<file path="src/logic/iwd_pkg.sv">
package iwd_pkg;
    // register bus shape
    localparam int unsigned ADDR_W = 4;
    localparam int unsigned DATA_W = 16;

    // register offsets (byte addresses)
    localparam logic [3:0] OFS_CONTROL = 4'h0;
    localparam logic [3:0] OFS_STATUS  = 4'h4;
    localparam logic [3:0] OFS_REFRESH = 4'h8;
    localparam logic [3:0] OFS_MASK    = 4'hc;

    // control field positions
    localparam int unsigned TOPS_POS = 0;
    localparam int unsigned CKS_POS  = 4;
    localparam int unsigned RPES_POS = 8;
    localparam int unsigned RPSS_POS = 12;

    // status field positions
    localparam int unsigned CNT_W    = 14;
    localparam int unsigned UNDF_POS = 14;
    localparam int unsigned REFE_POS = 15;

    // reset values
    localparam logic [15:0] CONTROL_RST = 16'h3303;
    localparam logic [15:0] MASK_RST    = 16'h0000;
    localparam logic [13:0] CNT_RST     = 14'h3fff;

    // writable bits of the control register
    localparam logic [15:0] CONTROL_WMASK = 16'h33f3;

    // divider codes of the clock divider select field
    localparam logic [3:0] CKS_DIV1   = 4'h0;
    localparam logic [3:0] CKS_DIV16  = 4'h2;
    localparam logic [3:0] CKS_DIV32  = 4'h3;
    localparam logic [3:0] CKS_DIV64  = 4'h4;
    localparam logic [3:0] CKS_DIV128 = 4'hf;
    localparam logic [3:0] CKS_DIV256 = 4'h5;

    // count periods selected by the time-out field
    localparam logic [14:0] PERIOD_0 = 15'h0400;
    localparam logic [14:0] PERIOD_1 = 15'h1000;
    localparam logic [14:0] PERIOD_2 = 15'h2000;
    localparam logic [14:0] PERIOD_3 = 15'h4000;

    // counter state
    typedef enum logic [1:0] {
        ST_IDLE  = 2'b00,
        ST_COUNT = 2'b01,
        ST_UNDER = 2'b10
    } iwd_state_type;
endpackage

</file>
<file path="src/logic/iwd_div_if.sv">
`timescale 1ns/100ps
// carries the synchronised source tick and divider choice to the prescaler
interface iwd_div_if;
    logic       tick;     // one pulse per source clock rising edge
    logic       run;      // prescaler counts only while high
    logic [3:0] div_sel;  // clock divider select code
    logic       cnt_en;   // one-cycle counter clock enable

    modport ctrl (output tick, output run, output div_sel, input cnt_en);
    modport presc (input tick, input run, input div_sel, output cnt_en);
endinterface

</file>
<file path="src/logic/iwd_prescaler.sv">
`timescale 1ns/100ps
module iwd_prescaler
    import iwd_pkg::*;
(
    // clock and reset
    input  wire logic CLOCK_IN,
    input  wire logic RST_N_IN,
    // link to control logic
    iwd_div_if.presc  div
);
    logic [7:0] presc_q;  // free tick counter
    logic [7:0] presc_d;  // next count
    logic [7:0] ratio_m;  // ratio minus one, as a mask
    logic       legal;    // code is one of the six allowed
    logic       wrap;     // prescaler at last count of a period

    // decode ratio; prohibited codes stall the counter clock
    always_comb begin
        legal   = 1'b1;
        ratio_m = 8'h00;
        unique case (div.div_sel)
            CKS_DIV1:   ratio_m = 8'h00;
            CKS_DIV16:  ratio_m = 8'h0f;
            CKS_DIV32:  ratio_m = 8'h1f;
            CKS_DIV64:  ratio_m = 8'h3f;
            CKS_DIV128: ratio_m = 8'h7f;
            CKS_DIV256: ratio_m = 8'hff;
            default:    legal   = 1'b0;
        endcase
    end

    assign wrap       = ((presc_q & ratio_m) == ratio_m);
    assign div.cnt_en = div.tick & div.run & legal & wrap;
    assign presc_d    = div.run ? (presc_q + 8'h01) : 8'h00;

    // prescaler restarts whenever counting stops
    always_ff @(posedge CLOCK_IN) begin
        if (!RST_N_IN) begin
            presc_q <= 8'h00;
        end else if (div.tick || !div.run) begin
            presc_q <= presc_d;
        end
    end
endmodule // iwd_prescaler

</file>
<file path="src/logic/iwd_watchdog.sv">
// Strobed register access and the address map were chosen for this implementation.
`timescale 1ns/100ps
module iwd_watchdog
    import iwd_pkg::*;
(
    // clock and reset
    input  wire logic              CLOCK_IN,
    input  wire logic              RST_N_IN,
    // register port
    input  wire logic [ADDR_W-1:0] ADDR_IN,
    input  wire logic [DATA_W-1:0] WDATA_IN,
    input  wire logic              WR_IN,
    input  wire logic              RD_IN,
    output logic      [DATA_W-1:0] RDATA_OUT,
    // watchdog source clock pin
    input  wire logic              SRC_CLK_IN,
    // events
    output logic                   UNDERFLOW_OUT,
    output logic                   IRQ_OUT
);
    iwd_div_if div ();  // link to the prescaler

    // source clock synchroniser and edge detect
    logic src_meta_q;   // first stage, read only by second
    logic src_sync_q;   // second stage
    logic src_last_q;   // previous synchronised level
    logic src_rise;     // rising edge of source clock

    // registers
    logic [15:0]   ctrl_q;    // watchdog_control
    logic [15:0]   ctrl_d;
    logic [15:0]   mask_q;    // interrupt mask, status layout
    logic [15:0]   mask_d;
    logic [13:0]   cnt_q;     // counter_value
    logic [13:0]   cnt_d;
    logic          undf_q;    // underflow_flag
    logic          refe_q;    // refresh_error_flag
    logic [1:0]    flag_set;  // flag set events, refresh error on top
    logic [1:0]    flag_clr;  // one-to-clear strobes, same layout
    logic [1:0]    flag_q;    // sticky flags, status bits 15:14
    iwd_state_type state_q;   // counter state
    iwd_state_type state_d;
    logic [15:0]   rdata_q;   // read data register
    logic [15:0]   rdata_d;
    logic          undf_ev_q; // registered underflow pulse

    // address decode
    logic sel_ctrl;    // control selected
    logic sel_stat;    // status selected
    logic sel_ref;     // refresh selected
    logic sel_mask;    // mask selected
    logic wr_ctrl;     // control write
    logic wr_stat;     // status write, one-to-clear
    logic wr_ref;      // refresh request
    logic wr_mask;     // mask write

    // control fields
    logic [1:0] tops;  // timeout_period_select
    logic [3:0] cks;   // clock_divider_select
    logic [1:0] rpes;  // window_end_select
    logic [1:0] rpss;  // window_start_select

    // window and period arithmetic
    logic [14:0] period;     // count period in counter clocks
    logic [14:0] quarter;    // one quarter of the period
    logic [2:0]  start_q4;   // window opening, in quarters
    logic [2:0]  end_q4;     // window closing, in quarters
    logic [14:0] start_lim;  // count below which window is open
    logic [14:0] end_lim;    // count at or above which window is open
    logic [14:0] cnt_ext;    // counter widened for compare
    logic        in_window;  // refresh is permitted now
    logic        ref_ok;     // accepted refresh
    logic        ref_bad;    // refresh error event
    logic        undf_ev;    // counter steps below zero
    logic [13:0] reload;     // top count of the period
    logic [15:0] status;     // assembled status word
    logic        below_start; // count under the opening limit
    logic        above_end;   // count at or over the closing limit
    logic        counting;    // counter is running
    logic        cnt_zero;    // counter sits at zero
    logic [13:0] cnt_dec;     // counter one step down
    logic [1:0]  irq_flags;   // flags that pass the mask

    // two flops before any logic sees the pin
    // the pin must stay high and low two system clocks at least,
    // or a source edge can slip through unseen
    always_ff @(posedge CLOCK_IN) begin
        if (!RST_N_IN) begin
            src_meta_q <= 1'b0;
            src_sync_q <= 1'b0;
            src_last_q <= 1'b0;
        end else begin
            src_meta_q <= SRC_CLK_IN;
            src_sync_q <= src_meta_q;
            src_last_q <= src_sync_q;
        end
    end

    assign src_rise = src_sync_q & ~src_last_q;

    // bus decode, continuous and named
    // exact decode; aliases would let a stray write refresh the timer
    assign sel_ctrl = (ADDR_IN == OFS_CONTROL);
    assign sel_stat = (ADDR_IN == OFS_STATUS);
    assign sel_ref  = (ADDR_IN == OFS_REFRESH);
    assign sel_mask = (ADDR_IN == OFS_MASK);
    assign wr_ctrl  = WR_IN & sel_ctrl;
    assign wr_stat  = WR_IN & sel_stat;
    assign wr_ref   = WR_IN & sel_ref;
    assign wr_mask  = WR_IN & sel_mask;

    // field extraction from the control register
    // reserved bits never reach the fields, they read back zero
    assign tops = ctrl_q[TOPS_POS +: 2];
    assign cks  = ctrl_q[CKS_POS +: 4];
    assign rpes = ctrl_q[RPES_POS +: 2];
    assign rpss = ctrl_q[RPSS_POS +: 2];

    // counter helpers shared by the window and state logic
    assign counting = (state_q == ST_COUNT);
    assign cnt_zero = (cnt_q == 14'h0000);
    assign cnt_dec  = cnt_q - 14'h0001;

    // prescaler hookup; prohibited codes simply stop the count
    // a frozen count is safer than guessing a ratio for a bad code
    assign div.tick    = src_rise;
    assign div.run     = counting;
    assign div.div_sel = cks;

    iwd_prescaler u_presc (
        .CLOCK_IN (CLOCK_IN),
        .RST_N_IN (RST_N_IN),
        .div      (div)
    );

    // period chosen by the time-out field
    // longer periods trade reaction time for fewer refreshes
    always_comb begin
        period = PERIOD_0;
        unique case (tops)
            2'b00: period = PERIOD_0;
            2'b01: period = PERIOD_1;
            2'b10: period = PERIOD_2;
            2'b11: period = PERIOD_3;
        endcase
    end

    // window opening: 75, 50, 25 or 100 percent of the period left
    always_comb begin
        start_q4 = 3'd3;
        unique case (rpss)
            2'b00: start_q4 = 3'd3;
            2'b01: start_q4 = 3'd2;
            2'b10: start_q4 = 3'd1;
            2'b11: start_q4 = 3'd4;
        endcase
    end

    // window closing: 75, 50, 25 or 0 percent of the period left
    always_comb begin
        end_q4 = 3'd3;
        unique case (rpes)
            2'b00: end_q4 = 3'd3;
            2'b01: end_q4 = 3'd2;
            2'b10: end_q4 = 3'd1;
            2'b11: end_q4 = 3'd0;
        endcase
    end

    // limits in counter units; start 100 percent opens the whole period
    assign quarter   = period >> 2;
    assign start_lim = 15'(quarter * start_q4);
    assign end_lim   = 15'(quarter * end_q4);
    assign cnt_ext   = {1'b0, cnt_q};
    assign reload    = 14'(period - 15'h0001);

    // window bounds compared against the live count
    // the opening limit is exclusive, the closing limit inclusive
    assign below_start = (cnt_ext < start_lim);
    assign above_end   = (cnt_ext >= end_lim);

    // an end at or past the start leaves an empty window, all refreshes while counting fail
    assign in_window = below_start & above_end;

    // first refresh starts counting and always counts as good
    // a refresh while stopped never flags an error
    assign ref_ok  = wr_ref & (~counting | in_window);
    assign ref_bad = wr_ref & counting & ~in_window;

    // counter clock at zero means the count runs out
    // an accepted refresh on that same edge wins; a refused one does not
    assign undf_ev = div.cnt_en & cnt_zero & ~ref_ok;

    // counter state and value
    // the count holds while stopped, so status still shows it
    always_comb begin
        state_d = state_q;
        cnt_d   = cnt_q;
        unique case (state_q)
            ST_IDLE: begin
                // waits for the first refresh
                if (ref_ok) begin
                    state_d = ST_COUNT;
                    cnt_d   = reload;
                end
            end
            ST_COUNT: begin
                // refresh first, then underflow, then a plain step
                if (ref_ok) begin
                    cnt_d = reload;  // good refresh restarts the period
                end else if (undf_ev) begin
                    state_d = ST_UNDER;
                end else if (div.cnt_en) begin
                    cnt_d = cnt_dec;
                end
            end
            ST_UNDER: begin
                // stays at zero until software refreshes again
                if (ref_ok) begin
                    state_d = ST_COUNT;
                    cnt_d   = reload;
                end
            end
            default: begin
                // unused code: fall back to a stopped counter
                state_d = ST_IDLE;
                cnt_d   = CNT_RST;
            end
        endcase
    end

    // flag events and clears, laid out as status bits 15:14
    assign flag_set = {ref_bad, undf_ev};
    assign flag_clr = {2{wr_stat}} & WDATA_IN[REFE_POS:UNDF_POS];

    // sticky flags, one copy per bit; a new event wins over a clear
    // in the same cycle, so no event is lost to a late clear
    generate
        for (genvar gi = 0; gi < 2; gi++) begin : g_flag
            always_ff @(posedge CLOCK_IN) begin
                if (!RST_N_IN) begin
                    flag_q[gi] <= 1'b0;
                end else begin
                    flag_q[gi] <= flag_set[gi] | (flag_q[gi] & ~flag_clr[gi]);
                end
            end
        end
    endgenerate

    // named views of the two flags
    assign undf_q = flag_q[0];
    assign refe_q = flag_q[1];

    // control and mask writes; reserved control bits stay zero
    // only bits 15:14 of the mask exist, matching the two flags
    assign ctrl_d = wr_ctrl ? (WDATA_IN & CONTROL_WMASK) : ctrl_q;
    assign mask_d = wr_mask ? (WDATA_IN & 16'hc000) : mask_q;

    // status word: counter low, flags on top
    // reading clears nothing; the value is a live snapshot
    assign status = {refe_q, undf_q, cnt_q};

    // read mux; unmapped offsets read zero
    // reads have no side effects; flags clear only by writing ones
    assign rdata_d = sel_ctrl ? ctrl_q :
                     sel_stat ? status :
                     sel_mask ? mask_q : 16'h0000;

    // control register; a write lands at the strobe edge
    always_ff @(posedge CLOCK_IN) begin
        if (!RST_N_IN) begin
            ctrl_q <= CONTROL_RST;
        end else begin
            ctrl_q <= ctrl_d;
        end
    end

    // interrupt mask register
    // only the two flag bits exist, the rest read zero
    always_ff @(posedge CLOCK_IN) begin
        if (!RST_N_IN) begin
            mask_q <= MASK_RST;
        end else begin
            mask_q <= mask_d;
        end
    end

    // counter state; idle until the first refresh after reset
    // an illegal code cannot persist, the next state logic clears it
    always_ff @(posedge CLOCK_IN) begin
        if (!RST_N_IN) begin
            state_q <= ST_IDLE;
        end else begin
            state_q <= state_d;
        end
    end

    // counter value
    // the full count shows while idle after reset
    always_ff @(posedge CLOCK_IN) begin
        if (!RST_N_IN) begin
            cnt_q <= CNT_RST;
        end else begin
            cnt_q <= cnt_d;
        end
    end

    // read data stand only in the cycle after the strobe
    // zero outside the slot keeps a shared read bus quiet
    always_ff @(posedge CLOCK_IN) begin
        if (!RST_N_IN) begin
            rdata_q <= 16'h0000;
        end else if (RD_IN) begin
            rdata_q <= rdata_d;
        end else begin
            rdata_q <= 16'h0000;
        end
    end

    // underflow pulse registered for a clean output
    // one cycle late, but free of decode glitches
    always_ff @(posedge CLOCK_IN) begin
        if (!RST_N_IN) begin
            undf_ev_q <= 1'b0;
        end else begin
            undf_ev_q <= undf_ev;
        end
    end

    // outputs straight from flops, except the interrupt level
    assign RDATA_OUT     = rdata_q;
    assign UNDERFLOW_OUT = undf_ev_q;
    // level interrupt while any unmasked flag is set
    // the level falls as soon as software clears or masks the flag
    assign irq_flags     = flag_q & mask_q[REFE_POS:UNDF_POS];
    assign IRQ_OUT       = |irq_flags;
endmodule // iwd_watchdog

</file>
<file path="config.mk">
export PLATFORM = sky130hd
export DESIGN_NAME = iwd_watchdog
export DESIGN_NICKNAME = d
export VERILOG_FILES = /design/src/logic/iwd_pkg.sv /design/src/logic/iwd_div_if.sv /design/src/logic/iwd_prescaler.sv /design/src/logic/iwd_watchdog.sv
export SDC_FILE = /design/constraint.sdc
export NUM_CORES = 1
export LEC_CHECK = 0
export ABC_AREA = 1
export CAP_MARGIN = 10
export CORE_ASPECT_RATIO = 1.1
export CORE_UTILIZATION = 30
export CTS_CLUSTER_SIZE = 10
export DETAILED_ROUTE_END_ITERATION = 10
export DONT_BUFFER_PORTS = 1
export PLACE_DENSITY = 0.52
export SLEW_MARGIN = 30
export SYNTH_ARGS = -nofsm -noshare
export SYNTH_HDL_FRONTEND = slang
export SYNTH_SLANG_ARGS = --single-unit
</file>
<file path="constraint.sdc">
create_clock -name CLOCK_IN -period 4.6 [get_ports CLOCK_IN]
set_clock_uncertainty 0.1 [all_clocks]
set_input_delay 0.46 -clock CLOCK_IN [delete_from_list [all_inputs] [get_ports CLOCK_IN]]
set_output_delay 0.46 -clock CLOCK_IN [all_outputs]
set_load 0.03 [all_outputs]
</file>
* Word level (Yosys, flattened, before mapping)
Index checks and enable logic that the tools add are counted.
** Word-level totals
- Register bits :: 58
- Input bits :: 25
- Output and inout port bits :: 18
- Word-level logic and storage cells :: 108
** Operators by class
- $add $sub $neg :: 3
- Multiply operators :: 2
- $lt $le $gt $ge :: 2
- Equal/unequal tests :: 25
- Multiplexer cells :: 18
- Bitwise operators :: 29
- Reductions and logical operators :: 16
** Operators by type and width (count)
- $mux 14 :: 5
- $pmux 15 s4 :: 1
- $pmux 8 s5 :: 1
- $mux 16 :: 2
- $mul 13x3->15 :: 2
- $pmux 14 s2 :: 1
- $sub 14x1->14 const B :: 2
- $pmux 3 s4 :: 2
- $and 1x1->1 :: 16
- $ge 14x15->1 :: 1
- $lt 14x15->1 :: 1
- $eq 2x2->1 const B :: 7
- $logic_not 14->1 :: 1
- $eq 4x3->1 const B :: 3
- $eq 4x4->1 const B :: 3
- $add 8x1->8 const B :: 1
- $and 8x8->8 :: 1
- $eq 2x1->1 const B :: 4
- $eq 4x2->1 const B :: 2
- $eq 8x8->1 :: 1
- $logic_not 2->1 :: 4
- $logic_not 4->1 :: 2
- $mux 8 :: 1
- $not 1->1 :: 7
- other kinds (14) :: 24

* Longest topological paths before layout
Gate-level depths: netlist (run 1).
- Depth after elaboration :: 12
- Depth in mapped cells :: 25
- Mapped depth without buffers :: 24

* Hierarchy
A second synthesis (run 1) with hierarchy kept.
** Second synthesis, totals
- Cell total of the unflattened synthesis :: 479
- Area total of the unflattened synthesis :: 3345.7 µm²
** Modules (own cells, without submodules)
- iwd_watchdog :: instances 1, cells an instance 397, area an instance 2849.0 µm², seq. area each 1001.0 µm²
- iwd_prescaler :: instances 1, cells an instance 82, area an instance 496.7 µm², seq. area each 160.2 µm²

* Worst setup path after synthesis (run 1)
Ideal clock, no wire load.
- Kind :: register to register
- Start point :: register ctrl_q[0]
- End point :: register cnt_q[11]
- Library setup time :: 0.064 ns
- Data arrival time :: 3.113 ns
- Required time :: 4.436 ns
- Path slack :: 1.323 ns
- Cell stages (with the launch flop) :: 21
- Buffers on the path :: 1
- Period minus slack after synthesis :: 3.277 ns
- Path through :: dfxtp_1 > inv_1 > nor2_1 > inv_1 > nor2_1 > fa_1 > fa_1 > inv_1 > ha_1 > a21oi_1 > nand2_1 > nand2_1 > nand2_1 > nand2_1 > nand2_2 > o21bai_1 > nor2_2 > nor2_4 > buf_6 > nand2_2 > nand3_2
** On the way
- Word-level cells in the longest chain between the ends :: 11
- Elaborated cells between the ends (all ways) :: 22
- Those cells by class :: 1 x add/sub; 2 x mul; 2 x order compare; 6 x eq/ne; 4 x mux; 5 x bitwise; 2 x reduce/logical
** Ends and longest elaborated chain
- start, declared :: line iwd_watchdog.sv:30 : logic [15:0] ctrl_q;
- start signal, assigned :: line iwd_watchdog.sv:274 : ctrl_q <= ctrl_d;
- $eq 2x2->1 (tied with other cells) :: line iwd_watchdog.sv:140 : unique case (tops)
- $pmux 15 s4 * :: line iwd_watchdog.sv:140
- $mul 13x3->15 (on tied branches) :: line iwd_watchdog.sv:172, iwd_watchdog.sv:173
- $lt 14x15->1 / $ge 14x15->1 (equally long branches) :: line iwd_watchdog.sv:179, iwd_watchdog.sv:180
- $and 1x1->1 :: line iwd_watchdog.sv:183 : assign in_window = below_start & above_end;
- $or 1x1->1 :: line iwd_watchdog.sv:187 : assign ref_ok = wr_ref & (~counting | in_window);
- $and 1x1->1 :: line iwd_watchdog.sv:187
- $not 1->1 :: line iwd_watchdog.sv:192 : assign undf_ev = div.cnt_en & cnt_zero & ~ref_ok;
- $and 1x1->1 :: line iwd_watchdog.sv:192
- $ne 3x3->1 (no source line)
- $reduce_and 3->1 (no source line)
- end signal, assigned :: line iwd_watchdog.sv:304 : cnt_q <= cnt_d;
- end, declared :: line iwd_watchdog.sv:34 : logic [13:0] cnt_q;
Every way passes the cells marked *; elsewhere a longest branch is shown, timed or not. The select of a mux whose other input is x is not followed.
A chain may end at the register's enable or synchronous reset.

* Worst setup path in the final report (run 1)
- Start point :: register ctrl_q[0]
- End point :: register cnt_q[10]
Same word-level chain as after synthesis.

==> results of run 1 <==
==> cell type report <==
type	instances	area, µm²
Fill cell	1189	7110
Multi-Input combinational cell	323	1880
Sequential cell	58	1160
Inverter	69	259
Clock buffer	10	239
Tap cell	147	184
Clock inverter	5	78.8
Timing Repair Buffer	1	7.51
==> flip-flops by register name (all words and copies together), names as in the netlist <==
signal           count
UNDERFLOW_OUT        1
src_last_q           1
u_presc.presc_q      8
src_sync_q           1
undf_q               1
ctrl_q              10
refe_q               1
RDATA_OUT           16
cnt_q               14
src_meta_q           1
state_q              2
mask_q               2
==> power by group <==
group | leakage, nW | switching [mW] | internal, mW | total [mW]
sequential | 0.470 | 0.0172 | 0.514 | 0.531
combinational | 0.987 | 0.0505 | 0.0275 | 0.0780
clock | 0.158 | 0.226 | 0.484 | 0.709
total | 1.62 | 0.294 | 1.03 | 1.32
==> worst max-delay path, stage by stage, from the launching register on <==
cell,delay [ns]
sky130_fd_sc_hd__dfxtp_1,0.38
sky130_fd_sc_hd__inv_1,0.09
sky130_fd_sc_hd__nor2_1,0.14
sky130_fd_sc_hd__inv_1,0.11
sky130_fd_sc_hd__nor2_1,0.15
sky130_fd_sc_hd__fa_1,0.46
sky130_fd_sc_hd__fa_1,0.55
sky130_fd_sc_hd__inv_1,0.05
sky130_fd_sc_hd__ha_1,0.28
sky130_fd_sc_hd__a21oi_1,0.15
sky130_fd_sc_hd__nand2_1,0.06
sky130_fd_sc_hd__nand2_1,0.05
sky130_fd_sc_hd__nand2_1,0.04
sky130_fd_sc_hd__nand2_1,0.08
sky130_fd_sc_hd__nand2_2,0.09
sky130_fd_sc_hd__nand2_4,0.12
sky130_fd_sc_hd__nand2_8,0.10
sky130_fd_sc_hd__nand2_4,0.12
sky130_fd_sc_hd__inv_2,0.05
sky130_fd_sc_hd__nor2_4,0.34
sky130_fd_sc_hd__nand2_1,0.10
sky130_fd_sc_hd__nand3_1,0.08
==> how the worst max path moves through the flow <==
stage	to	slack, ns	cells past startpoint
after global routing	cnt_q[10]$_SDFFE_PN1P_	0.43	19
after global placement	cnt_q[10]$_SDFFE_PN1P_	0.85	20
after detailed placement	cnt_q[10]$_SDFFE_PN1P_	0.81	21
final	cnt_q[10]$_SDFFE_PN1P_	0.81	21
after floorplan	cnt_q[11]$_SDFFE_PN1P_	1.32	20
after CTS	cnt_q[10]$_SDFFE_PN1P_	0.79	21
==> stage by stage <==
| step | total power [mW] | cells | worst slack (ns) | cell area (µm²) |
|---|---|---|---|---|
| 2_1_floorplan | 0.604 | 460 | 1.32 | 3350 |
| 3_3_place_gp | 0.618 | 598 | 0.848 | 3480 |
| 3_5_place_dp | 0.620 | 598 | 0.809 | 3490 |
| 4_1_cts | 1.34 | 613 | 0.785 | 3800 |
| 5_1_grt | 1.37 | 613 | 0.426 | 3800 |
| 6_report | 1.32 | 613 | 0.810 | 3800 |
==> kinds of logic (layout without fill, tap and decap cells) <==
| kind of cell | count (synthesis) | in the layout | synth area share |
|---|---|---|---|
| fa+ha+maj | 26 | 26 | 0.104 |
| compound gates | 74 | 74 | 0.117 |
| simple gates | 212 | 212 | 0.308 |
| buf+inv | 79 | 85 | 0.0955 |
| xor+xnor | 11 | 11 | 0.0287 |
| flops | 58 | 58 | 0.346 |
==> per-layer routing <==
layer  global-route usage  vias to the layer above  part of all wire  wire [µm]
li1                     -                     1495                 -          -
met1                0.182                     1338              0.45       3650
met2                0.260                       41              0.49       3990
met3               0.0420                       11             0.038        306
met4               0.0582                        0             0.016        126
met5                    0                        -                 0          0
==> synth_stat cells (all sizes together), types with 2 or more instances <==
cell type    n  area share
a21oi       42       0.063
and3         2      0.0037
buf          4       0.012
clkbuf       6      0.0067
clkinv       2      0.0022
dfxtp       58        0.35
fa           3       0.018
ha          23       0.086
inv         67       0.075
nand2      117        0.15
nand3       29       0.056
nand4        7       0.013
nor2        43       0.057
nor3        11       0.018
o211ai       3      0.0067
o21ai       23       0.034
xnor2        5       0.013
xor2         6       0.016
==> metrics, run 1 <==
Worst R2R Setup Slack 0.81 ns; setup repair after global routing missed its margin no; average wire per standard cell 13.2 µm; Pins Over Slew Limit 0; Max-cap violations 0; maximum number of pins on one net before global-route repair 24; vias after detailed routing about 2.9k; ANT nets after route 0; relative area change from synthesis to final layout 13.4%; element type at the critical path end register; detailed-routing iteration count for the pre-antenna-repair pass 4; post-cts resize count 0; Post CTS Setup Buffer Count 0; wire length after detailed routing 8070 µm; clock-pin transition on the worst setup and hold timing paths 0.05 ns; Port-buffer cells 0; Pwr per Cell Area 347 mW/mm²; first-pass GRT wire length 13400 µm; number of antenna repair diodes 0; Max Clk Rate about 0.26 GHz; Period Utilization, post-route 0.824; flip-flop and latch count after synthesis 58; number of sinks on the clock net 58; number of nets in the synthesized netlist 511; hold violation total from the final report 0; worst skew pair latency 0.33 ns; master cell of the clock root buffer sky130_fd_sc_hd__clkbuf_16; worst hold stages 1; most frequently used flop master after synthesis sky130_fd_sc_hd__dfxtp_1; Critical Path RT 4.76 ns; width of the die 103 µm; half-perimeter wire length of the detailed placement result 6090 µm; Clock Tree Buf Depth 2; Core Region 0.0109 mm²; drc violations 0; CTS buffer count 9; endpoint of the worst hold-timing path cnt_q[11]$_SDFFE_PN1P_; global placement routability congestion around 0.83; initial detailed-routing violation count between 100 and 150; number of cells produced by synthesis 460; Peak supply drop 0.175 mV; die area ~0.012 mm²; post-detailed-route via-to-cell ratio 4.71; logic depth of the worst register-to-register path 21; min Tclk post-route 3.79 ns; utilization of the core after routing 0.349; Setup Crit Path Kind register to register; H-tree levels 3; via count of the first global-routing pass 2823; CP Max Fanout 12; worst hold-check path type primary input to register; beginning of the critical path ctrl_q[0]$_SDFFE_PN1P_; start of the worst register-to-register path ctrl_q[0]$_SDFFE_PN1P_; number of hold buffers added after cts 0; I/O pin cnt 43; Critical Path Source Type register; leakage power summed over all cells 1.62 nW; standard-cell rows 40; commonest non-fill, non-tap cell in the layout sky130_fd_sc_hd__nand2_1; starting utilization of the core area 0.307; Yosys warning count 0; Worst Tran Pin Value 0.920 ns; number of distinct library cells after synthesis 39; Slew headroom 0.380; Setup violations, final 0; global-route usage over all layers 0.153; data arrival time of the critical path 3.95 ns; number of enable-type register cells in the synthesized netlist 0; share of synthesized area occupied by flip-flops and latches 0.346; number of antenna violations at the first check in global routing 0; CTS tree done; FFs w/ async S/R, synth 0; total global routing overflow 0; commonest non-fill, non-tap cells in the layout sky130_fd_sc_hd__nand2_1, sky130_fd_sc_hd__inv_1, sky130_fd_sc_hd__dfxtp_1, sky130_fd_sc_hd__a21oi_1, sky130_fd_sc_hd__nor2_1; share of layout cells above drive strength 1 0.118; worst hold margin roughly 0.12 ns; summed instance area of the synthesized netlist 0.00335 mm²; nets@finish slightly above 500; average size of a mapped cell 7.29 µm²; worst min-delay path startpoint RST_N_IN; setup TNS 0 ns; status finished clean; end of the worst register-to-register path cnt_q[10]$_SDFFE_PN1P_; die span in y 113 µm
No activity file was read; power rests on OpenSTA's default activity.
==> inputs of run 2 (changes only) <==
--- a/config.mk
+++ b/config.mk
@@ -5,14 +5,14 @@
 export SDC_FILE = /design/constraint.sdc
 export NUM_CORES = 1
 export LEC_CHECK = 0
-export ABC_AREA = 1
+export ABC_AREA = 0
 export CAP_MARGIN = 10
 export CORE_ASPECT_RATIO = 1.1
 export CORE_UTILIZATION = 30
 export CTS_CLUSTER_SIZE = 10
 export DETAILED_ROUTE_END_ITERATION = 10
 export DONT_BUFFER_PORTS = 1
-export PLACE_DENSITY = 0.52
+export PLACE_DENSITY = 0.53
 export SLEW_MARGIN = 30
 export SYNTH_ARGS = -nofsm -noshare
 export SYNTH_HDL_FRONTEND = slang
==> constraint.sdc (replaced) <==
create_clock -name CLOCK_IN -period 3.2 [get_ports CLOCK_IN]
set_clock_uncertainty 0.1 [all_clocks]
set_input_delay 0.32 -clock CLOCK_IN [delete_from_list [all_inputs] [get_ports CLOCK_IN]]
set_output_delay 0.32 -clock CLOCK_IN [all_outputs]
set_load 0.03 [all_outputs]
==> run 2 against run 1 <==
Against the previous run:
- the run now ends with negative setup slack left
- clock power grew 34%
- first-iteration DRC count fell by 8.5%
- worst hold slack got worse by 0.10 ns
- core utilization up 4.9 points
- design area is 8.0% higher
- global-route usage grew 0.93 points
- synthesized cell count is 16% lower
- combinational power increased by 38%
- critical endpoint is now cnt_q[9]$_SDFFE_PN1P_
- largest power group unchanged
- highest routed layer unchanged
==> metrics, run 2 <==
setup TNS -1.26 ns; total length of routed met2 wires 4070 µm; utilization of the core after routing 0.397; first-pass GRT wire length about 14000 µm; global-route usage over all layers 0.163; I/O pin cnt 43; master cell of the clock root buffer sky130_fd_sc_hd__clkbuf_16; number of sinks on the clock net 58; CP peak stage delay 0.55 ns; starting utilization of the core area 0.308; Core Region 0.0103 mm²; number of nets in the synthesized netlist 437; number of antenna repair diodes 0; Slowest-stage cell, CP sky130_fd_sc_hd__fa_2; summed instance area of the synthesized netlist 0.00318 mm²; least setup slack across all paths after layout -0.135 ns; end of the worst register-to-register path cnt_q[9]$_SDFFE_PN1P_; Critical Path RT roughly 3.3 ns; ANT nets after route 0; Setup violations, final 17; share of synthesized area occupied by flip-flops and latches 0.365; Worst path top cell family by delay adder cells; half-perimeter wire length of the detailed placement result 6180 µm; endpoint of the worst hold-timing path src_sync_q$_SDFF_PN0_; Commonest cells post-synth sky130_fd_sc_hd__dfxtp_1, sky130_fd_sc_hd__nand2_1, sky130_fd_sc_hd__nor2_1; CP Max Fanout 5; Yosys top cell by area sky130_fd_sc_hd__dfxtp_1; Max Clk Rate 0.300 GHz; Critical Path Source Type register; Worst Tran Pin Value 0.886 ns; worst min-delay path startpoint RST_N_IN; nets@finish 463; Clock Tree Buf Depth 2; element type at the critical path end register; Peak supply drop 0.249 mV; data arrival time of the critical path 3.44 ns; worst skew pair latency roughly 0.33 ns; Slew headroom 0.407; cell-by-cell trace of the critical path nand2b_4 > nor2_2 > fa_2 > fa_2 > inv_2 > ha_4 > a21o_1 > a21o_1 > nor2_2 > o21a_2 > buf_6 > nor3_4 > buf_4 > o211ai_1; relative area change from synthesis to final layout 29.1%; logic depth of the worst register-to-register path 14; maximum number of pins on one net before global-route repair 14; Largest register FFs 16; commonest non-fill, non-tap cell in the layout sky130_fd_sc_hd__dfxtp_1; average size of a mapped cell 8.25 µm²; most instantiated library cell after synthesis sky130_fd_sc_hd__dfxtp_1; worst hold-check path type primary input to register; logic depth of the worst setup path including buffers 14; Pwr per Cell Area 439 mW/mm²; min Tclk post-route 3.33 ns; number of enable-type register cells in the synthesized netlist 0; commonest non-fill, non-tap cells in the layout sky130_fd_sc_hd__dfxtp_1, sky130_fd_sc_hd__nand2_1, sky130_fd_sc_hd__nor2_1, sky130_fd_sc_hd__buf_4, sky130_fd_sc_hd__ha_1; start of the worst register-to-register path ctrl_q[1]$_SDFFE_PN1P_; drc violations 0; standard-cell rows 39; width of the die 100 µm; hold violation total from the final report 0; Setup Crit Path Kind register to register; number of cells produced by synthesis a little under 400; setup repair after global routing missed its margin yes; Port-buffer cells 0; most frequently used flop master after synthesis sky130_fd_sc_hd__dfxtp_1; Period Utilization, post-route 1.04; flip-flop and latch count after synthesis slightly below 60; worst hold margin 0.0153 ns; WL met3 368 µm; die area 0.0110 mm²; average wire per standard cell 15.4 µm; Yosys top cell area share 0.365; detailed-routing iteration count for the pre-antenna-repair pass 5; vias after detailed routing 2935; clock-pin transition on the worst setup and hold timing paths 0.06 ns; global placement routability congestion around 0.8; Max-cap violations 0; share of layout cells above drive strength 1 0.245; initial detailed-routing violation count 119; die span in y 110 µm; leakage power summed over all cells 1.53 nW; failing checks negative setup slack; Pins Over Slew Limit 0; number of antenna violations at the first check in global routing 0; wire length after detailed routing 8600 µm; number of distinct library cells after synthesis 49; post-detailed-route via-to-cell ratio between 5 and 6; via count of the first global-routing pass 2733; CTS buffer count 9; total global routing overflow 0; worst hold stages 1; H-tree levels 3; total buffers and inverters traversed by the critical path 3; highest layer used for signal routing met4; Worst R2R Setup Slack -0.13 ns; Yosys warning count 0; cell types with the largest area share after synthesis sky130_fd_sc_hd__dfxtp_1, sky130_fd_sc_hd__ha_1, sky130_fd_sc_hd__nand2_1; met1 wire length 3970 µm; FFs w/ async S/R, synth 0; status finished with violations; CTS tree done
## run 2: cell types whose count changed after synthesis, moves of 9 or more
cell / previous run / this run
sky130_fd_sc_hd__a21oi_1: 42 / 20
sky130_fd_sc_hd__a22oi_1: 0 / 11
sky130_fd_sc_hd__and2_1: 0 / 9
sky130_fd_sc_hd__inv_1: 60 / 16
sky130_fd_sc_hd__nand2_1: 100 / 44
sky130_fd_sc_hd__nand2_2: 13 / 0
## run 2: stage by stage
step | cell area [µm²] | std cells | total power [mW] | setup slack, ns
3_5_place_dp | 3480 | 532 | 0.846 | -0.289
6_report | 4110 | 560 | 1.80 | -0.135
3_3_place_gp | 3480 | 532 | 0.844 | -0.262
2_1_floorplan | 3240 | 386 | 0.820 | -0.148
4_1_cts | 3960 | 555 | 1.81 | -0.159
5_1_grt | 4110 | 560 | 1.87 | -0.231
## run 2: cell families (layout without fill, tap and decap cells)
group                    count (synthesis)  in the layout  share of synthesized area
AO/OA/AOI/OAI                           85             85                      0.178
flip-flops                              58             58                      0.365
adder cells (fa/ha/maj)                 26             26                      0.109
multiplexers                             4              4                     0.0126
buffers and inverters                   33             64                     0.0432
AND/OR/NAND/NOR                        168            168                      0.260
XOR/XNOR                                12             12                     0.0330
## run 2: how the worst max path moves through the flow
stage / slack [ns] / end / startpoint
final: -0.13 / cnt_q[9]$_SDFFE_PN1P_ / ctrl_q[1]$_SDFFE_PN1P_
after global routing: -0.23 / cnt_q[9]$_SDFFE_PN1P_ / ctrl_q[1]$_SDFFE_PN1P_
after CTS: -0.16 / state_q[0]$_SDFFE_PN0P_ / ctrl_q[1]$_SDFFE_PN1P_
after detailed placement: -0.29 / cnt_q[11]$_SDFFE_PN1P_ / ctrl_q[1]$_SDFFE_PN1P_
after global placement: -0.26 / cnt_q[11]$_SDFFE_PN1P_ / ctrl_q[1]$_SDFFE_PN1P_
after floorplan: -0.15 / state_q[0]$_SDFFE_PN0P_ / ctrl_q[0]$_SDFFE_PN1P_
## run 2: area by class of cell
class                      count  area (µm²)
fill                        1074        6230
multi-input combinational    295        2140
sequential                    58        1170
timing repair buffer          32         269
clock buffer                   9         225
tap                          143         179
clock inverter                 7        70.1
inverter                      16        60.1
## run 2: where the power goes
group / internal, mW / switching, mW
sequential: 0.731 / 0.0152
clock: 0.600 / 0.349
combinational: 0.0488 / 0.0593
total: 1.38 / 0.423
## run 2: worst reg2reg max path, stage by stage (launching register included)
cell,delay (ns)
sky130_fd_sc_hd__dfxtp_4,0.36
sky130_fd_sc_hd__nand2b_4,0.15
sky130_fd_sc_hd__nor2_2,0.14
sky130_fd_sc_hd__fa_2,0.46
sky130_fd_sc_hd__fa_2,0.55
sky130_fd_sc_hd__inv_2,0.05
sky130_fd_sc_hd__ha_4,0.26
sky130_fd_sc_hd__a21o_1,0.11
sky130_fd_sc_hd__a21o_1,0.16
sky130_fd_sc_hd__nor2_2,0.05
sky130_fd_sc_hd__o21a_2,0.24
sky130_fd_sc_hd__buf_6,0.13
sky130_fd_sc_hd__nor3_4,0.24
sky130_fd_sc_hd__buf_4,0.16
sky130_fd_sc_hd__o211ai_1,0.07
## run 2: metal layers
layer	global-route usage	up-vias
met4	0.0631	0
met5	0	-
met2	0.258	88
met1	0.209	1396
met3	0.0467	15
li1	-	1436
## run 2: timing repair
action / 4_1_cts / 5_1_grt
hold endpoints to repair: 6 / 0
hold buffers: 1 / 0
setup endpoints to repair: 19 / 19
gates resized for setup: 29 / 24
buffers inserted: 6 / 5
pin swaps: 16 / 8
==> inputs of run 3 (changes only) <==
--- a/config.mk
+++ b/config.mk
@@ -13,6 +13,7 @@
 export DETAILED_ROUTE_END_ITERATION = 10
 export DONT_BUFFER_PORTS = 1
 export PLACE_DENSITY = 0.53
+export REMOVE_ABC_BUFFERS = 1
 export SLEW_MARGIN = 30
 export SYNTH_ARGS = -nofsm -noshare
 export SYNTH_HDL_FRONTEND = slang
==> run 3 against run 2 <==
Against the previous run:
- the flow still finishes with violations (negative setup slack)
- sequential power about the same
- power rose by 5.2%
- design area rose by 0.55%
- largest power group unchanged
- critical path depth increased by 1
- clock-buffer cell count up 3
==> metrics, run 3 (synthesis results as in run 2) <==
min Tclk post-route 3.32 ns; worst min-delay path startpoint RST_N_IN; Placed Instance Area 0.00344 mm²; Peak supply drop 0.396 mV; CTS tree done; first-pass GRT wire length 13600 µm; master cell of the clock root buffer sky130_fd_sc_hd__clkbuf_16; status finished with violations; fraction of power spent switching nets 0.203; relative area change from synthesis to final layout 29.8%; clock-pin transition on the worst setup and hold timing paths roughly 0.050 ns; endpoint of the worst hold-timing path src_meta_q$_SDFF_PN0_; post-detailed-route via-to-cell ratio 5.14; global placement routability congestion about 0.82; number of antenna repair diodes 0; commonest non-fill, non-tap cells in the layout sky130_fd_sc_hd__dfxtp_1, sky130_fd_sc_hd__nand2_1, sky130_fd_sc_hd__nor2_1, sky130_fd_sc_hd__buf_4, sky130_fd_sc_hd__a21oi_1; CP Max Fanout 4; sequential cell area in the final layout 0.00117 mm²; Slew headroom 0.460; width of the die 100 µm; worst hold stages 1; Psw 384 µW; Largest register FFs 16; internal power contribution 1.51 mW; cell-by-cell trace of the critical path nand2b_4 > buf_6 > nor2_4 > ha_4 > ha_4 > fa_2 > inv_2 > ha_4 > a21o_1 > a21o_1 > nor2_1 > o21a_2 > buf_4 > nor3_1 > o41ai_2; element type at the critical path end register; number of placed instances, taps included 532; utilization of the core after routing 0.399; CTS buffer count 9; data arrival time of the critical path around 3.4 ns; worst hold-check path type primary input to register; die span in y 110 µm; average wire per standard cell 15.2 µm; fin cells 553; Critical Path Source Type register; final standard cell area without fillers 0.00413 mm²; global-route usage over all layers 0.163; Core Region 0.0103 mm²; ANT nets after route 0; least setup slack across all paths after layout -0.122 ns; Final Total Pwr between 1.5 and 2 mW; number of sinks on the clock net 58; via count of the first global-routing pass approximately 2.8k; maximum number of pins on one net before global-route repair 14; die area approximately 0.011 mm²; Worst Tran Pin Value 0.808 ns; drc violations 0; Clock Power Share 0.552; starting utilization of the core area 0.308; Setup Crit Path Kind register to register; Setup violations, final 17; Pwr per Cell Area 459 mW/mm²; failing checks negative setup slack; share of power burned in registers 0.395; vias after detailed routing 2840; Port-buffer cells 0; hold violation total from the final report 0; setup TNS -1.25 ns; nets@finish ~460; total global routing overflow 0; Worst R2R Setup Slack -0.12 ns; wire length after detailed routing 8420 µm; logic depth of the worst register-to-register path 15; most prevalent standard cell on the critical path sky130_fd_sc_hd__ha_4; combinational cell fraction of total power 0.053; worst skew pair latency between 0.3 and 0.4 ns; Pins Over Slew Limit 0; share of layout cells above drive strength 1 0.241; area of the multi-input gates 0.00217 mm²; standard-cell rows 39; Max Clk Rate around 0.3 GHz; detailed-routing iteration count for the pre-antenna-repair pass 5; number of antenna violations at the first check in global routing 0; Period Utilization, post-route 1.04; I/O pin cnt 43; fill cell total of the finished layout about 1.1k; setup repair after global routing missed its margin yes; start of the worst register-to-register path ctrl_q[1]$_SDFFE_PN1P_; initial detailed-routing violation count 127; Slowest-stage cell, CP sky130_fd_sc_hd__fa_2; leakage power summed over all cells 1.51 nW; H-tree levels 3; Clock Tree Buf Depth 2; Critical Path RT around 3.3 ns; half-perimeter wire length of the detailed placement result ~6000 µm; commonest non-fill, non-tap cell in the layout sky130_fd_sc_hd__dfxtp_1; Max-cap violations 0; end of the worst register-to-register path cnt_q[11]$_SDFFE_PN1P_; CP peak stage delay between 0.5 and 0.6 ns
==> run 3: cell types whose count changed in the layout (fill, tap and decap cells not counted), moves of 2 or more <==
| cell | previous run | this run |
|---|---|---|
| sky130_fd_sc_hd__buf_4 | 24 | 20 |
| sky130_fd_sc_hd__clkbuf_8 | 0 | 3 |
| sky130_fd_sc_hd__clkinv_2 | 3 | 0 |
| sky130_fd_sc_hd__ha_1 | 18 | 15 |
| sky130_fd_sc_hd__o21ai_1 | 0 | 3 |
| sky130_fd_sc_hd__clkinv_4 | 2 | 0 |
| sky130_fd_sc_hd__ha_2 | 1 | 3 |
| sky130_fd_sc_hd__o21ai_2 | 5 | 3 |
==> run 3: per-stage QoR <==
| step | setup slack (ns) | hold slack (ns) |
|---|---|---|
| 6_report | -0.122 | 0.0101 |
| 5_1_grt | -0.248 | 0.00569 |
| 4_1_cts | -0.116 | 0.00676 |
| 3_5_place_dp | -0.358 | 0.297 |
| 3_3_place_gp | -0.344 | 0.294 |
| 2_1_floorplan | -0.480 | 0.292 |
==> run 3: what timing repair did <==
item	CTS	global route
hold endpoints to repair	6	0
resized for setup	60	14
gates cloned	1	0
hold buffers	1	0
buffers inserted	6	1
pin swaps	25	8
endpoints found under the setup margin	19	19
==> run 3: routing by layer <==
layer	part of all wire	GRT usage
met1	0.44	0.197
met2	0.50	0.273
met5	0	0
met3	0.044	0.0460
met4	0.014	0.0652
==> run 3: critical path, delay by kind of cell (launching register included) <==
| kind | cells | cell delay [ns] |
|---|---|---|
| adders and majority gates | 4 | 1.19 |
| buffers and inverters | 3 | 0.32 |
| DFF | 1 | 0.35 |
| and+or+nand+nor | 4 | 0.64 |
| AOI/OAI and AO/OA | 4 | 0.58 |
==> run 3: power groups by stage <==
stage | logic, mW | registers [mW] | clock network, mW
floorplan | 0.0522 | 0.760 | 0
global placement | 0.0798 | 0.763 | 0
detailed placement | 0.0811 | 0.763 | 0
CTS | 0.0953 | 0.749 | 1.06
global route | 0.112 | 0.749 | 1.10
finish | 0.100 | 0.749 | 1.05
==> run 3: worst max path at each step <==
stage,from,to,slack (ns),cells past startpoint
2_1_floorplan,ctrl_q[1]$_SDFFE_PN1P_,cnt_q[10]$_SDFFE_PN1P_,-0.48,12
3_3_place_gp,ctrl_q[1]$_SDFFE_PN1P_,state_q[0]$_SDFFE_PN0P_,-0.34,14
3_5_place_dp,ctrl_q[1]$_SDFFE_PN1P_,state_q[0]$_SDFFE_PN0P_,-0.36,14
4_1_cts,ctrl_q[1]$_SDFFE_PN1P_,state_q[0]$_SDFFE_PN0P_,-0.12,14
5_1_grt,ctrl_q[1]$_SDFFE_PN1P_,cnt_q[3]$_SDFFE_PN1P_,-0.25,15
6_report,ctrl_q[1]$_SDFFE_PN1P_,cnt_q[11]$_SDFFE_PN1P_,-0.12,15
==> run 3: cell type report <==
class                      count  area share
multi-input combinational    295       0.525
sequential                    58       0.283
clock buffer                  12      0.0645
timing repair buffer          27      0.0551
tap                          143      0.0433
clock inverter                 2      0.0145
inverter                      16      0.0145
